**src/ocp_regs.vh**
```
`ifndef OCP_REGS_VH
`define OCP_REGS_VH
// register indices on the plain port (word addresses)
`define OCP_ADDR_W 3
`define OCP_A_CON1 3'h0
`define OCP_A_CON2 3'h1
`define OCP_A_PRI 3'h2
`define OCP_A_SEC 3'h3
`define OCP_A_PER 3'h4
`define OCP_A_CNT 3'h5
// control one fields
`define OCP_IDLE_BIT 13
`define OCP_TSEL_HI 12
`define OCP_TSEL_LO 10
`define OCP_ENF_CMP 9
`define OCP_ENF_B 8
`define OCP_ENF_A 7
`define OCP_FLT_CMP 6
`define OCP_FLT_B 5
`define OCP_FLT_A 4
`define OCP_TRIGMD_BIT 3
`define OCP_CON1_MASK 16'h3fff
`define OCP_CON1_RST 16'h0000
// control two fields
`define OCP_FLTOUT_BIT 14
`define OCP_TRIG_BIT 7
`define OCP_TRUN_BIT 6
`define OCP_SYNC_HI 4
`define OCP_CON2_MASK 16'h40df
`define OCP_CON2_RST 16'h000c
`define OCP_SYNC_SELF 5'h1f
// time base codes
`define OCP_TB_T2 3'h0
`define OCP_TB_T3 3'h1
`define OCP_TB_T4 3'h2
`define OCP_TB_T5 3'h3
`define OCP_TB_T1 3'h4
`define OCP_TB_PCLK 3'h7
// modes
`define OCP_M_OFF 3'h0
`define OCP_M_SLO 3'h1
`define OCP_M_SHI 3'h2
`define OCP_M_TOG 3'h3
`define OCP_M_DSS 3'h4
`define OCP_M_DCP 3'h5
`define OCP_M_EPWM 3'h6
`define OCP_M_CPWM 3'h7
`endif

```
**src/ocp_core.v**
```verilog
// Local design decisions: the address map and the address-and-strobe port.
`timescale 1ns/10ps
// =====================================================
module ocp_core #(
  parameter CHANNEL = 1
) (
  input wire i_clk,
  input wire i_rst,
  input wire [2:0] i_addr,
  input wire [15:0] i_wdata,
  input wire i_wr,
  input wire i_rd,
  output reg [15:0] o_rdata,
  input wire [4:0] i_tmr_presc_tick,
  input wire [15:0] i_timer_count_value,
  input wire i_cpu_idle,
  input wire i_fault_pin_a,
  input wire i_fault_pin_b,
  input wire [2:0] i_cmp_out,
  input wire i_sync_evt,
  output reg o_compare_output_pin,
  output reg o_compare_event
);
  `include "ocp_regs.vh"

  // =====================================================
  // software visible state
  reg [15:0] con1_r;
  reg [15:0] con2_r;
  reg [15:0] pri_r;
  reg [15:0] sec_r;
  reg [15:0] per_r;
  reg [15:0] cnt_r;
  reg trun_r;
  reg [15:0] rdata_nxt;

  function [15:0] bits;
    input [15:0] v;
    input [15:0] m;
    begin
      bits = v & m;
    end
  endfunction

  wire [2:0] mode = con1_r[2:0];
  wire [2:0] tsel = con1_r[`OCP_TSEL_HI:`OCP_TSEL_LO];
  wire pwm = (mode == `OCP_M_EPWM) || (mode == `OCP_M_CPWM);
  wire [4:0] sync_sel = con2_r[`OCP_SYNC_HI:0];
  wire trig_mode = con2_r[`OCP_TRIG_BIT];
  wire wr_con1 = i_wr && (i_addr == `OCP_A_CON1);
  wire wr_con2 = i_wr && (i_addr == `OCP_A_CON2);

  // =====================================================
  // time base and faults
  wire tick;
  ocp_tick_sel u_tick (
    .i_sel(tsel),
    .i_tmr_presc_tick(i_tmr_presc_tick),
    .i_idle(i_cpu_idle),
    .i_idle_stop(con1_r[`OCP_IDLE_BIT]),
    .o_tick(tick)
  );

  // comparator grouping: channels 1-3, 4-6, 7-9
  wire cmp_src = (CHANNEL <= 3) ? i_cmp_out[0] :
                 (CHANNEL <= 6) ? i_cmp_out[1] : i_cmp_out[2];
  wire [2:0] flags;
  wire flt_act;
  wire [2:0] flt_clr = wr_con1 ? ~{i_wdata[`OCP_FLT_CMP], i_wdata[`OCP_FLT_B],
                                   i_wdata[`OCP_FLT_A]} : 3'h0;
  ocp_fault u_flt (
    .i_clk(i_clk),
    .i_rst(i_rst),
    .i_pwm(pwm),
    .i_en({con1_r[`OCP_ENF_CMP], con1_r[`OCP_ENF_B], con1_r[`OCP_ENF_A]}),
    .i_src({cmp_src, i_fault_pin_b, i_fault_pin_a}),
    .i_clr(flt_clr),
    .o_flag_r(flags),
    .o_active(flt_act)
  );

  // =====================================================
  // counter, shadows and output
  reg [15:0] sh_pri_r;
  reg [15:0] sh_sec_r;
  reg down_r;
  reg done_r;
  reg [2:0] mode_q_r;
  wire self_sync = (sync_sel == `OCP_SYNC_SELF) && !trig_mode;
  // in edge pwm the counter resets on the timer period match
  wire per_end = (i_timer_count_value == per_r);
  wire run = (mode != `OCP_M_OFF) && tick && (!trig_mode || trun_r ||
             sync_sel == 5'h00);
  wire m_pri = run && (cnt_r == pri_r);
  wire m_sec = run && (cnt_r == sec_r);
  wire sec_ovr = (sh_sec_r > per_r);
  wire all_zero = (sh_pri_r == 16'h0000) && (sh_sec_r == 16'h0000) &&
                  (per_r == 16'h0000);
  reg pin_nxt;
  wire pwm_lvl = down_r ? (cnt_r > sh_pri_r) : (cnt_r < sh_pri_r);
  // counter restart: pwm or self sync at period, otherwise external sync in sync mode
  wire restart = (pwm || self_sync) ? per_end : (i_sync_evt && sync_sel != 5'h00
                 && !trig_mode);

  always @* begin
    pin_nxt = o_compare_output_pin;
    case (mode)
      `OCP_M_SLO: if (m_pri && !done_r) pin_nxt = 1'b1;
      `OCP_M_SHI: if (m_pri && !done_r) pin_nxt = 1'b0;
      `OCP_M_TOG: if (m_pri) pin_nxt = ~o_compare_output_pin;
      `OCP_M_DCP: begin
        if (m_pri) pin_nxt = 1'b1;
        else if (m_sec) pin_nxt = 1'b0;
      end
      `OCP_M_DSS: begin
        if (m_pri && !done_r) pin_nxt = 1'b1;
        else if (m_sec && o_compare_output_pin) pin_nxt = 1'b0;
      end
      `OCP_M_EPWM, `OCP_M_CPWM: begin
        if (all_zero) pin_nxt = 1'b0;
        else if (sec_ovr) pin_nxt = 1'b1;
        else pin_nxt = pwm_lvl;
        if (flt_act) pin_nxt = con2_r[`OCP_FLTOUT_BIT];
      end
      default: pin_nxt = 1'b0;
    endcase
  end

  always @(posedge i_clk) begin
    if (i_rst) begin
      cnt_r <= 16'h0000;
      sh_pri_r <= 16'h0000;
      sh_sec_r <= 16'h0000;
      down_r <= 1'b0;
      done_r <= 1'b0;
      mode_q_r <= 3'h0;
      o_compare_output_pin <= 1'b0;
      o_compare_event <= 1'b0;
    end else begin
      mode_q_r <= mode;
      o_compare_event <= pwm ? (run && per_end) :
                         ((mode[2] ? m_sec : m_pri) && !done_r);
      if (mode != mode_q_r) begin
        // entering a mode sets its idle level and rearms single shot
        done_r <= 1'b0;
        o_compare_output_pin <= (mode == `OCP_M_SHI);
        cnt_r <= 16'h0000;
        down_r <= 1'b0;
      end else begin
        o_compare_output_pin <= pin_nxt;
        if ((mode == `OCP_M_SLO || mode == `OCP_M_SHI) && m_pri)
          done_r <= 1'b1;
        if (mode == `OCP_M_DSS && m_sec && o_compare_output_pin)
          done_r <= 1'b1;
        if (run) begin
          if (pwm && per_end) begin
            // hidden shadows latch only at period end
            sh_pri_r <= pri_r;
            sh_sec_r <= sec_r;
          end
          if (mode == `OCP_M_CPWM) begin
            // center aligned counts up then down over the period
            if (!down_r && cnt_r >= per_r) begin
              down_r <= 1'b1;
              cnt_r <= cnt_r - 16'h0001;
            end else if (down_r && cnt_r == 16'h0000) begin
              down_r <= 1'b0;
              cnt_r <= 16'h0001;
            end else begin
              cnt_r <= down_r ? cnt_r - 16'h0001 : cnt_r + 16'h0001;
            end
          end else if (restart) begin
            cnt_r <= 16'h0000;
          end else begin
            cnt_r <= cnt_r + 16'h0001;
          end
        end
      end
    end
  end

  // =====================================================
  // register port
  always @(posedge i_clk) begin
    if (i_rst) begin
      con1_r <= `OCP_CON1_RST;
      con2_r <= `OCP_CON2_RST;
      pri_r <= 16'h0000;
      sec_r <= 16'h0000;
      per_r <= 16'h0000;
      trun_r <= 1'b0;
    end else begin
      if (wr_con1) con1_r <= bits(i_wdata, `OCP_CON1_MASK);
      if (wr_con2) con2_r <= bits(i_wdata, `OCP_CON2_MASK);
      if (i_wr && i_addr == `OCP_A_PRI) pri_r <= i_wdata;
      if (i_wr && i_addr == `OCP_A_SEC) sec_r <= i_wdata;
      if (i_wr && i_addr == `OCP_A_PER) per_r <= i_wdata;
      // trigger flag: sync event sets, and set wins over any clear
      if (trig_mode && i_sync_evt)
        trun_r <= 1'b1;
      else if (wr_con2)
        trun_r <= i_wdata[`OCP_TRUN_BIT];
      else if (con1_r[`OCP_TRIGMD_BIT] && run && cnt_r == sec_r)
        trun_r <= 1'b0;
    end
  end

  always @* begin
    case (i_addr)
      `OCP_A_CON1: rdata_nxt = {con1_r[15:7], flags, con1_r[3:0]};
      `OCP_A_CON2: rdata_nxt = {con2_r[15:7], trun_r, con2_r[5:0]};
      `OCP_A_PRI: rdata_nxt = pri_r;
      `OCP_A_SEC: rdata_nxt = sec_r;
      `OCP_A_PER: rdata_nxt = per_r;
      `OCP_A_CNT: rdata_nxt = cnt_r;
      default: rdata_nxt = 16'h0000;
    endcase
  end

  always @(posedge i_clk) begin
    if (i_rst)
      o_rdata <= 16'h0000;
    else if (i_rd)
      o_rdata <= rdata_nxt;
    else
      o_rdata <= 16'h0000;
  end
endmodule // ocp_core

```
**src/ocp_fault.v**
```verilog
`timescale 1ns/10ps
// =====================================================
// fault qualify and sticky flags
module ocp_fault (
  input wire i_clk,
  input wire i_rst,
  input wire i_pwm,
  input wire [2:0] i_en,
  input wire [2:0] i_src,
  input wire [2:0] i_clr,
  output reg [2:0] o_flag_r,
  output wire o_active
);
  wire [2:0] hit;
  assign hit = i_src & i_en & {3{i_pwm}};
  assign o_active = |hit;
  always @(posedge i_clk) begin
    if (i_rst) begin
      o_flag_r <= 3'h0;
    end else begin
      // a live fault wins over a software clear
      o_flag_r <= (o_flag_r & ~i_clr) | hit;
    end
  end
endmodule // ocp_fault

```
**src/ocp_tick_sel.v**
```verilog
`timescale 1ns/10ps
// =====================================================
// time base tick select
module ocp_tick_sel (
  input wire [2:0] i_sel,
  input wire [4:0] i_tmr_presc_tick,
  input wire i_idle,
  input wire i_idle_stop,
  output wire o_tick
);
  `include "ocp_regs.vh"
  reg t;
  // prescaler outputs, not the timers' count outputs, drive the counter
  always @* begin
    case (i_sel)
      `OCP_TB_T2: t = i_tmr_presc_tick[0];
      `OCP_TB_T3: t = i_tmr_presc_tick[1];
      `OCP_TB_T4: t = i_tmr_presc_tick[2];
      `OCP_TB_T5: t = i_tmr_presc_tick[3];
      `OCP_TB_T1: t = i_tmr_presc_tick[4];
      `OCP_TB_PCLK: t = 1'b1;
      default: t = 1'b0; // reserved codes give no time base
    endcase
  end
  assign o_tick = t & ~(i_idle & i_idle_stop);
endmodule // ocp_tick_sel

```
**config.mk**
```make
export PLATFORM = sky130hd
export DESIGN_NAME = ocp_core
export DESIGN_NICKNAME = d
export VERILOG_FILES = /design/src/ocp_core.v /design/src/ocp_fault.v /design/src/ocp_tick_sel.v
export VERILOG_INCLUDE_DIRS = /design/src
export SDC_FILE = /design/constraint.sdc
export NUM_CORES = 1
export LEC_CHECK = 0
export BUFFER_PORTS_ARGS = -buffer_cell sky130_fd_sc_hd__buf_2
export CELL_PAD_IN_SITES_DETAIL_PLACEMENT = 0
export CELL_PAD_IN_SITES_GLOBAL_PLACEMENT = 2
export CORE_ASPECT_RATIO = 0.9
export CORE_MARGIN = 8
export CORE_UTILIZATION = 36
export DETAILED_ROUTE_END_ITERATION = 12
export GPL_TIMING_DRIVEN = 1
export MAX_ROUTING_LAYER = met4
export PLACE_DENSITY = 0.92
export SLEW_MARGIN = 20
export SYNTH_ARGS = -nofsm -noshare
export SYNTH_HDL_FRONTEND = slang
export SYNTH_SLANG_ARGS = --single-unit
```
**constraint.sdc**
```tcl
create_clock -name i_clk -period 3.45 [get_ports i_clk]
set_input_delay 0 -clock i_clk [delete_from_list [all_inputs] [get_ports i_clk]]
set_output_delay 0 -clock i_clk [all_outputs]
set_load 0.02 [all_outputs]
```
* After elaboration in Yosys (flattened, before gate mapping)
Cells that the tools add are included.
** Cells by class
- $add $sub $neg :: 2
- Order comparisons :: 4
- Equal/unequal tests :: 27
- Muxes and demuxes :: 31
- Bitwise gates (word level) :: 12
- Reduce and logical (&&, ||, !) cells :: 54
** Operator list (number)
- case mux 16 bit (6 select lines) :: 1
- two-way mux 16 bit :: 5
- zero test 16 bit :: 4
- equality test 16 bit :: 3
- > comparator 16 bit :: 2
- logical AND 1 bit :: 27
- equality test 3 bit, second input constant :: 8
- two-way mux 1 bit :: 22
- equality test 3 x 2 -> 1 bit, second input constant :: 6
- adder 16 x 1 -> 16 bit, second input constant :: 1
- >= comparator 16 bit :: 1
- < comparator 16 bit :: 1
- subtractor 16 x 1 -> 16 bit, second input constant :: 1
- case mux 1 bit (6 select lines) :: 2
- bitwise AND 3 bit :: 3
- equality test 3 x 1 -> 1 bit, second input constant :: 3
- != test 3 bit, second input constant :: 3
- != test 4 bit, second input constant :: 2
- zero test 3 bit :: 2
- inverter 3 bit :: 2
- AND reduction 3 bit :: 2
- nonzero test 3 bit :: 2
- OR reduction 2 bit :: 3
- equality test 5 bit, second input constant :: 1
- 12 further kinds :: 23
** Storage, ports and cells
- Flip-flop bits (word level) :: 145
- Input port bits :: 51
- Output and inout bits :: 18
- Word-level logic and storage cells :: 146

* Depth between registers and ports, before layout
Gate-level depths: netlist of the first run.
- Word-level depth :: 11
- Depth in mapped cells :: 11
- Mapped depth without buffers :: 9

* By module
A second synthesis of the first run with hierarchy kept.
** Second synthesis, totals
- Cell total of the unflattened synthesis :: 1156
- Area total of the unflattened synthesis :: 8704.6 um^2
** Modules (own cells, without submodules)
- ocp_core :: times used 1, cells each 1132, area each 8510.7 um^2, seq. area each 2762.6 um^2
- ocp_fault :: times used 1, cells each 14, area each 125.1 um^2, seq. area each 60.1 um^2
- ocp_tick_sel :: times used 1, cells each 10, area each 68.8 um^2, seq. area each 0.0 um^2

* Worst setup path before layout of the first run
No wires, ideal clock.
- Path kind :: flip-flop to flip-flop
- From :: register cnt_r[0]
- To :: register cnt_r[11]
- Library setup time :: 0.117 ns
- Arrival :: 2.896 ns
- Data required time :: 3.333 ns
- Slack :: 0.437 ns
- Stages on the path, launching flop included :: 12
- Buffers on the path :: 2
- Clock period less this slack :: 3.013 ns
- Cells stage by stage :: dfxtp_1 > clkbuf_1 > inv_1 > ha_1 > or4b_4 > nand2b_4 > buf_6 > or3_4 > nor4b_4 > a21oi_2 > a221o_1 > a32o_1
** On the way
- Longest elaborated chain between the ends :: 5
- Elaborated cells on any way between the ends :: 11
- Classes of those cells :: add/sub: 2; order compare: 1; mux: 5; reduce/logical: 3
** Ends and longest elaborated chain
- from (decl) :: line ocp_core.v:33 : reg [15:0] cnt_r;
- from (signal assigned) :: line ocp_core.v:165 : cnt_r <= cnt_r - 16'h0001;
- from (signal assigned) :: line ocp_core.v:170 : cnt_r <= down_r ? cnt_r - 16'h0001 : cnt_r + 16'h0001;
- from (signal assigned) :: line ocp_core.v:175 : cnt_r <= cnt_r + 16'h0001;
- adder 16 x 1 -> 16 bit, or another cell as far along :: line ocp_core.v:170, ocp_core.v:175
- two-way mux 16 bit / logical AND 1 bit (equally long branches) :: line ocp_core.v:170, ocp_core.v:166
- two-way mux 16 bit :: line ocp_core.v:166 : end else if (down_r && cnt_r == 16'h0000) begin
- two-way mux 16 bit :: line ocp_core.v:163 : if (!down_r && cnt_r >= per_r) begin
- two-way mux 16 bit (*) :: line ocp_core.v:161 : if (mode == `OCP_M_CPWM) begin
Mark *: on every way between the ends. The rest lies on a longest branch, timed or not.
A chain may end at the register's enable or synchronous reset.

* Final worst setup path of the first run
- From :: register cnt_r[6]
- To :: register trun_r
** On the way
- Longest elaborated chain between the ends :: 3
** Ends and longest elaborated chain
- equality test 16 bit :: line ocp_core.v:203 : else if (con1_r[`OCP_TRIGMD_BIT] && run && cnt_r == sec_r)
- logical AND 1 bit :: line ocp_core.v:203
- nonzero test 3 bit (no line)
- to (signal assigned) :: line ocp_core.v:202 : trun_r <= i_wdata[`OCP_TRUN_BIT];
- to (decl) :: line ocp_core.v:34 : reg trun_r;
No other way between the ends.

==> results of run 1 <==
==> cell usage after synthesis (5+ instances only) <==
| library cell | n | area, sq um |
|---|---|---|
| sky130_fd_sc_hd__nor4_1 | 31 | 194 |
| sky130_fd_sc_hd__inv_1 | 42 | 158 |
| sky130_fd_sc_hd__and3_1 | 8 | 50.1 |
| sky130_fd_sc_hd__xnor2_1 | 5 | 43.8 |
| sky130_fd_sc_hd__nand3_1 | 18 | 90.1 |
| sky130_fd_sc_hd__and2_1 | 6 | 37.5 |
| sky130_fd_sc_hd__nor2b_1 | 10 | 62.6 |
| sky130_fd_sc_hd__nor3b_1 | 7 | 52.6 |
| sky130_fd_sc_hd__mux2i_1 | 45 | 450 |
| sky130_fd_sc_hd__a31oi_1 | 5 | 31.3 |
| sky130_fd_sc_hd__a21o_1 | 8 | 60.1 |
| sky130_fd_sc_hd__or3_1 | 8 | 50.1 |
| sky130_fd_sc_hd__a32oi_1 | 5 | 43.8 |
| sky130_fd_sc_hd__o21ai_0 | 43 | 215 |
| sky130_fd_sc_hd__a21oi_1 | 125 | 626 |
| sky130_fd_sc_hd__nand4_1 | 18 | 113 |
| sky130_fd_sc_hd__nor3_1 | 22 | 110 |
| sky130_fd_sc_hd__a211oi_1 | 10 | 75.1 |
| sky130_fd_sc_hd__a221oi_1 | 10 | 87.6 |
| sky130_fd_sc_hd__o211ai_1 | 11 | 82.6 |
| sky130_fd_sc_hd__buf_2 | 6 | 30.0 |
| sky130_fd_sc_hd__nand3b_1 | 7 | 52.6 |
| sky130_fd_sc_hd__nand2_1 | 180 | 676 |
| sky130_fd_sc_hd__nand2b_1 | 10 | 62.6 |
| sky130_fd_sc_hd__xor2_1 | 51 | 447 |
| sky130_fd_sc_hd__clkbuf_1 | 64 | 240 |
| sky130_fd_sc_hd__ha_1 | 50 | 626 |
| sky130_fd_sc_hd__a32o_1 | 5 | 50.1 |
| sky130_fd_sc_hd__dfxtp_1 | 141 | 2820 |
| sky130_fd_sc_hd__a22oi_1 | 13 | 97.6 |
| sky130_fd_sc_hd__nor2_1 | 95 | 357 |
==> worst reg2reg max path, delay by kind of cell (launching register included) <==
family | cells | cell delay (ps)
buffers and inverters | 2 | 860
AOI/OAI and AO/OA | 2 | 410
xor gates and xnor gates | 1 | 80
and+or+nand+nor | 4 | 1030
DFF | 1 | 670
==> layer usage <==
metal  wire, um  global-route usage  part of all wire  vias up
met1      15400               0.299              0.47     4115
met2      14600               0.349              0.45      322
met3       1940              0.0378             0.059       52
met5          0                   -                 0        -
met4        885              0.0776             0.027        0
li1           -                   -                 -     4168
==> area by class of cell <==
type | count | area [sq um]
Clock buffer | 17 | 425
Timing Repair Buffer | 135 | 918
Sequential cell | 141 | 2820
Multi-Input combinational cell | 868 | 5430
Fill cell | 2406 | 13700
Clock inverter | 15 | 190
Inverter | 42 | 158
Tap cell | 308 | 385
==> kinds of logic (layout without fill, tap and decap cells) <==
kind of cell	after synthesis	count (layout)
xor+xnor	56	56
flops	141	141
mux	49	49
compound gates	272	272
buf+inv	118	209
fa+ha+maj	50	50
simple gates	441	441
==> registers in the layout, indices dropped and copies added (netlist names), 7 cells and up <==
register  cells
con2_r        7
cnt_r        16
sec_r        16
sh_pri_r     16
pri_r        16
con1_r       11
sh_sec_r     16
o_rdata      16
per_r        16
==> where the power goes <==
group / switching (W) / total [W] / internal [W]
sequential: 0.0000278 / 0.00167 / 0.00165
clock: 0.000936 / 0.00192 / 0.000989
combinational: 0.000262 / 0.000403 / 0.000141
total: 0.00123 / 0.00400 / 0.00277
==> worst paths after layout <==
path | to | slack [ps] | depth (start not counted) | start
worst max-delay path | trun_r | 290 | 9 | cnt_r[6]
worst min-delay path | sh_pri_r[3] | 30 | 2 | i_rst
worst max register to register | trun_r | 290 | 9 | cnt_r[6]
worst min register to register | con2_r[4] | 490 | 2 | con2_r[4]
==> metrics by stage <==
step | cells | setup slack (ps)
2_1_floorplan | 1127 | 437
5_1_grt | 1526 | 220
6_report | 1526 | 286
3_5_place_dp | 1472 | 426
3_3_place_gp | 1472 | 457
4_1_cts | 1526 | 398
==> results_tabular.tex, run 1 <==
\begin{tabular}{lr}
\hline
Metric & Value \\
\hline
\multicolumn{2}{l}{\textbf{Pwr}} \\
Leakage dissipation & between 4 and 5 nW \\
Total design power & approximately 0.0040 W \\
PwrDens & 387 nW/um\^{}2 \\
Worst-case vdd ir drop & 278 uV \\
\multicolumn{2}{l}{\textbf{Worst setup path}} \\
Worst setup SP type & flip-flop \\
Category of cells accounting for the largest share of critical-path delay & simple AND/OR/NAND/NOR gates \\
Number of buffer and inverter instances along the worst setup path & 2 \\
Maximum fanout along the worst path & 11 \\
Cells along the critical path & buf\_4 > xor2\_1 > nor4\_1 > nand4\_1 > nor3\_1 > a211oi\_1 > a221oi\_1 > dlygate4sd3\_1 > nor2\_1 \\
Arrival time of data at the critical path endpoint & around 3500 ps \\
Worst stage delay on the critical path & 670 ps \\
Cell at the slowest stage of the critical path & sky130\_fd\_sc\_hd\_\_dfxtp\_1 \\
Setup Crit Path Kind & flip-flop to flip-flop \\
Required time of the critical path & 3750 ps \\
Critical Path End Type & flip-flop \\
\multicolumn{2}{l}{\textbf{Clocking}} \\
Count of H-tree levels built during CTS & 4 \\
Clock latency on the worst-skew pair & 440 ps \\
Post-CTS setup buffer count & 0 \\
Number of buffers on the longest clock path & 2 \\
Hold buffers post-CTS & 22 \\
Worst-path clk slew & around 80 ps \\
Sink count of the clock tree & 141 \\
Clk Tree Root Cell & sky130\_fd\_sc\_hd\_\_clkbuf\_16 \\
Post-cts repair resize count & 0 \\
TritonCTS clock tree & yes \\
Number of buffers created by CTS & 17 \\
\multicolumn{2}{l}{\textbf{Routing}} \\
First-pass iteration count of the detailed router & 5 \\
Count of routing violations after the opening detailed-route iteration & around 840 \\
Number of antenna-violating nets in the routed design & 0 \\
Average via count per standard cell & roughly 5.7 \\
Average wire length per cell after detail routing & 21.5 um \\
Remaining design rule violation count & 0 \\
DR vias & just under 9000 \\
Final WL & 32800 um \\
\multicolumn{2}{l}{\textbf{Floorplanning}} \\
Effective utilization at floorplan & 0.363 \\
Area of the core & about 24000 sq um \\
Overall die area & 29400 sq um \\
IO Count & 69 \\
Total number of placement rows & between 50 and 60 \\
Die Y-Extent & 164 um \\
Die boundary width & $\sim$180 um \\
\multicolumn{2}{l}{\textbf{Placement}} \\
HPWL after detailed placement & 24100 um \\
Count of buffers inserted at the top-level ports & 66 \\
Placed Area & around 9500 sq um \\
Final GP Congestion & 0.911 \\
\multicolumn{2}{l}{\textbf{Job}} \\
Maximum Capacitance Violations & 0 \\
\multicolumn{2}{l}{\textbf{Global route}} \\
Pin count of the biggest net entering global routing & 62 \\
Antenna violations before repair & 0 \\
Vias in the first global route & around 8400 \\
Wire length of the first global-routing pass & a little over 50000 um \\
Remaining Overflow, GRT & 0 \\
Combined global-route utilization of all metal layers & 0.227 \\
\multicolumn{2}{l}{\textbf{Logic synthesis}} \\
Share of synthesized area occupied by flip-flops and latches & 0.324 \\
Proportion of synthesized flip-flops having asynchronous set or reset & 0 \\
Adder-cell share of the synthesized area & 0.0718 \\
Flops \& latches, synth & 141 \\
Share of the synthesized netlist area taken by xor and xnor gates & 0.0563 \\
Largest family of logic cells by synthesized area & simple AND/OR/NAND/NOR gates \\
Synth Flop Type & sky130\_fd\_sc\_hd\_\_dfxtp\_1 \\
Count of flip-flops with a built-in enable after synthesis & 0 \\
Area of the mapped netlist & 8710 sq um \\
Number of nets produced by synthesis & 1228 \\
Mean instance size in the synthesized netlist & 7.73 sq um \\
Synth Instances & 1127 \\
Simple-gate share of the synthesized area & 0.244 \\
Unique masters post-synth & 69 \\
Total number of yosys warnings & 0 \\
Synth Area in Compound Gates & 0.193 \\
Multiplexer fraction of the synthesized cell area & 0.0569 \\
\multicolumn{2}{l}{\textbf{Layout}} \\
Final net count & $\sim$1300 \\
Share of layout cells above drive strength 1 & 0.131 \\
Finished Cell Area & 10300 sq um \\
Antenna diode count & 0 \\
Leading cell types in the layout, fill and taps excluded & sky130\_fd\_sc\_hd\_\_nand2\_1, sky130\_fd\_sc\_hd\_\_dfxtp\_1, sky130\_fd\_sc\_hd\_\_a21oi\_1, sky130\_fd\_sc\_hd\_\_nor2\_1, sky130\_fd\_sc\_hd\_\_buf\_2 \\
Final cell utilization of the core & 0.431 \\
Layout overhead on the synthesized area & 18.6\% \\
Most frequent standard cell in the layout excluding fill and tap cells & sky130\_fd\_sc\_hd\_\_nand2\_1 \\
\multicolumn{2}{l}{\textbf{STA}} \\
Worst hold-check slack & 32.8 ps \\
TNS Setup & 0 ps \\
Total of endpoints with negative setup slack in the final report & 0 \\
Post-route clock skew & 13.1 ps \\
Final worst path period need & roughly 3200 ps \\
Tightest Pin Transition & $\sim$870 ps \\
Final-report max-slew violation count & 0 \\
Highest clock rate & between 300 and 400 MHz \\
Share of the clock period used by the worst path after layout & 0.917 \\
Worst rel slew slack & 0.419 \\
RSZ-0062 raised after global routing & false \\
Final number of hold-violating endpoints & 0 \\
\multicolumn{2}{l}{\textbf{Status}} \\
Status & complete, no violations \\
\multicolumn{2}{l}{\textbf{Worst hold path}} \\
Worst min path class & input port to flip-flop \\
\hline
\end{tabular}
Power figures use the tool's default switching activity.
==> run 2: changes to the inputs <==
==> constraint.sdc (replaced) <==
create_clock -name i_clk -period 3.45 [get_ports i_clk]
set_input_delay 0.345 -clock i_clk [delete_from_list [all_inputs] [get_ports i_clk]]
set_output_delay 0.345 -clock i_clk [all_outputs]
set_load 0.02 [all_outputs]
==> run 2 against run 1 <==
  * Worst setup slack gained 75 ps
  * Critical path depth is the same
  * First-iteration DRC count fell by 14%
==> results_tabular.tex, run 2 (synthesized netlist as in run 1, its figures left out) <==
\begin{tabular}{lr}
\hline
Metric & Value \\
\hline
\multicolumn{2}{l}{\textbf{Status}} \\
Status & complete, no violations \\
\multicolumn{2}{l}{\textbf{Clocking}} \\
Sink count of the clock tree & 141 \\
Hold buffers post-CTS & 0 \\
TritonCTS clock tree & yes \\
Clock latency on the worst-skew pair & between 400 and 500 ps \\
Number of buffers created by CTS & 17 \\
Post-cts repair resize count & 0 \\
Clk Tree Root Cell & sky130\_fd\_sc\_hd\_\_clkbuf\_16 \\
Number of buffers on the longest clock path & 2 \\
Count of H-tree levels built during CTS & 4 \\
Worst-path clk slew & 80 ps \\
Post-CTS setup buffer count & 0 \\
\multicolumn{2}{l}{\textbf{Pwr}} \\
Flop pwr share & 0.416 \\
Part of the power in the clock network & 0.486 \\
PwrDens & 397 nW/um\^{}2 \\
Cell internal pwr & 0.00278 W \\
Sw Ratio & 0.308 \\
Total design power & between 0.004 and 0.005 W \\
Combinational Power Share & 0.097 \\
Leakage dissipation & 4.10 nW \\
Worst-case vdd ir drop & roughly 300 uV \\
Switch Pwr & 0.00124 W \\
\multicolumn{2}{l}{\textbf{STA}} \\
TNS Setup & 0 ps \\
Final-report max-slew violation count & 0 \\
Highest clock rate & approximately 320 MHz \\
Tightest Pin Transition & 881 ps \\
Final number of hold-violating endpoints & 0 \\
Total of endpoints with negative setup slack in the final report & 0 \\
Final worst path period need & 3090 ps \\
Share of the clock period used by the worst path after layout & 0.895 \\
Post-route clock skew & 12.0 ps \\
Worst rel slew slack & 0.408 \\
RSZ-0062 raised after global routing & false \\
\multicolumn{2}{l}{\textbf{Layout}} \\
Layout overhead on the synthesized area & 16.3\% \\
Most frequent standard cell in the layout excluding fill and tap cells & sky130\_fd\_sc\_hd\_\_nand2\_1 \\
Antenna diode count & 0 \\
Final net count & 1285 \\
Share of layout cells above drive strength 1 & 0.134 \\
Post-route non-filler standard cell count & 1505 \\
Leading cell types in the layout, fill and taps excluded & sky130\_fd\_sc\_hd\_\_nand2\_1, sky130\_fd\_sc\_hd\_\_dfxtp\_1, sky130\_fd\_sc\_hd\_\_a21oi\_1, sky130\_fd\_sc\_hd\_\_nor2\_1, sky130\_fd\_sc\_hd\_\_buf\_2 \\
Final cell utilization of the core & 0.422 \\
\multicolumn{2}{l}{\textbf{Placement}} \\
Count of buffers inserted at the top-level ports & 66 \\
Placed Instances & between 1000 and 1500 \\
HPWL after detailed placement & 24000 um \\
Final GP Congestion & 0.919 \\
\multicolumn{2}{l}{\textbf{Floorplanning}} \\
Die Y-Extent & approximately 160 um \\
Die boundary width & 180 um \\
IO Count & 69 \\
Total number of placement rows & 54 \\
Overall die area & 29400 sq um \\
Effective utilization at floorplan & 0.363 \\
Area of the core & 24000 sq um \\
\multicolumn{2}{l}{\textbf{Worst setup path}} \\
Arrival time of data at the critical path endpoint & 3420 ps \\
Cells along the critical path & inv\_1 > ha\_1 > or4b\_4 > nand2b\_4 > or3\_4 > nor4b\_4 > a21oi\_2 > a221o\_1 > a32o\_1 \\
Internal reg-to-reg setup slack & roughly 360 ps \\
Launch point of the worst reg-to-reg path & cnt\_r[0] \\
Number of buffer and inverter instances along the worst setup path & 1 \\
Critical Path End Type & flip-flop \\
Logic depth of the worst setup path including buffers & 9 \\
Required time of the critical path & around 3800 ps \\
Category of cells accounting for the largest share of critical-path delay & simple AND/OR/NAND/NOR gates \\
Crit. Startpoint & cnt\_r[0] \\
Worst stage delay on the critical path & 500 ps \\
Cell at the slowest stage of the critical path & sky130\_fd\_sc\_hd\_\_or4b\_4 \\
Setup Crit Path Kind & flip-flop to flip-flop \\
R2R cell count & 9 \\
Maximum fanout along the worst path & 9 \\
Capturing instance or port of the critical path & cnt\_r[11] \\
Worst setup SP type & flip-flop \\
Critical R2R Capture & cnt\_r[11] \\
\multicolumn{2}{l}{\textbf{Routing}} \\
Remaining design rule violation count & 0 \\
First-pass iteration count of the detailed router & 8 \\
Count of routing violations after the opening detailed-route iteration & 727 \\
Number of antenna-violating nets in the routed design & 0 \\
Average wire length per cell after detail routing & about 21 um \\
Final WL & 31900 um \\
DR vias & between 8000 and 9000 \\
Average via count per standard cell & 5.71 \\
\multicolumn{2}{l}{\textbf{Global route}} \\
Antenna violations before repair & 0 \\
Pin count of the biggest net entering global routing & 60 \\
Combined global-route utilization of all metal layers & 0.220 \\
Remaining Overflow, GRT & 0 \\
Vias in the first global route & a little over 8000 \\
Wire length of the first global-routing pass & roughly 50000 um \\
\multicolumn{2}{l}{\textbf{Worst hold path}} \\
Worst min path class & input port to flip-flop \\
\multicolumn{2}{l}{\textbf{Job}} \\
Maximum Capacitance Violations & 0 \\
\hline
\end{tabular}
## run 2: cell count changes in the layout (fill, tap and decap cells not counted)
cell | before | now
sky130_fd_sc_hd__clkinvlp_4 | 1 | 0
sky130_fd_sc_hd__dlygate4sd3_1 | 22 | 0
sky130_fd_sc_hd__clkinv_4 | 1 | 0
sky130_fd_sc_hd__clkinv_8 | 6 | 7
sky130_fd_sc_hd__inv_12 | 1 | 2
sky130_fd_sc_hd__buf_4 | 47 | 48
## run 2: metrics by stage
stage | hold WS (ps) | worst slack [ps] | instance area [sq um]
after floorplan | 442 | 437 | 8710
after global placement | 459 | 431 | 9500
after detailed placement | 460 | 407 | 9500
after CTS | 150 | 390 | 10100
after global routing | 147 | 246 | 10100
final | 156 | 361 | 10100
## run 2: metal layers
layer | wire, um | part of all wire | track usage
met5 | 0 | 0 | -
met2 | 14200 | 0.44 | 0.336
met1 | 15000 | 0.47 | 0.289
met4 | 1000 | 0.031 | 0.0829
met3 | 1730 | 0.054 | 0.0360
## run 2: layout make-up
cell class,count,area [sq um]
fillers,2439,13900
inverters,42,158
flip-flops and latches,141,2820
well taps,308,385
repair buffers,114,706
multi-input cells,868,5430
clock buffers,17,425
clock inverters,15,206
## run 2: worst min-delay path by stage
| stage | from | end | slack, ps | cells past startpoint |
|---|---|---|---|---|
| after global placement | con1_r[0] | con1_r[0] | 460 | 2 |
| after global routing | i_wdata[15] | pri_r[15] | 150 | 3 |
| after detailed placement | con1_r[0] | con1_r[0] | 460 | 2 |
| final | i_wdata[15] | pri_r[15] | 160 | 3 |
| after floorplan | con2_r[14] | con2_r[14] | 440 | 2 |
| after CTS | i_wdata[15] | sec_r[15] | 150 | 3 |
## run 2: worst register-to-register path, cell delays in order, from the launching register on
cell and delay [ps]:
sky130_fd_sc_hd__dfxtp_1 310, sky130_fd_sc_hd__inv_1 190, sky130_fd_sc_hd__ha_1 270, sky130_fd_sc_hd__or4b_4 500, sky130_fd_sc_hd__nand2b_4 200, sky130_fd_sc_hd__or3_4 410, sky130_fd_sc_hd__nor4b_4 320, sky130_fd_sc_hd__a21oi_2 170
sky130_fd_sc_hd__a221o_1 360, sky130_fd_sc_hd__a32o_1 240
## run 2: power groups by stage
stage	Clock, W	Sequential (W)	Combinational [W]
after floorplan	0	0.00170	0.000223
after global placement	0	0.00171	0.000382
after detailed placement	0	0.00171	0.000382
after CTS	0.00197	0.00167	0.000384
after global routing	0.00205	0.00167	0.000422
final	0.00195	0.00167	0.000392
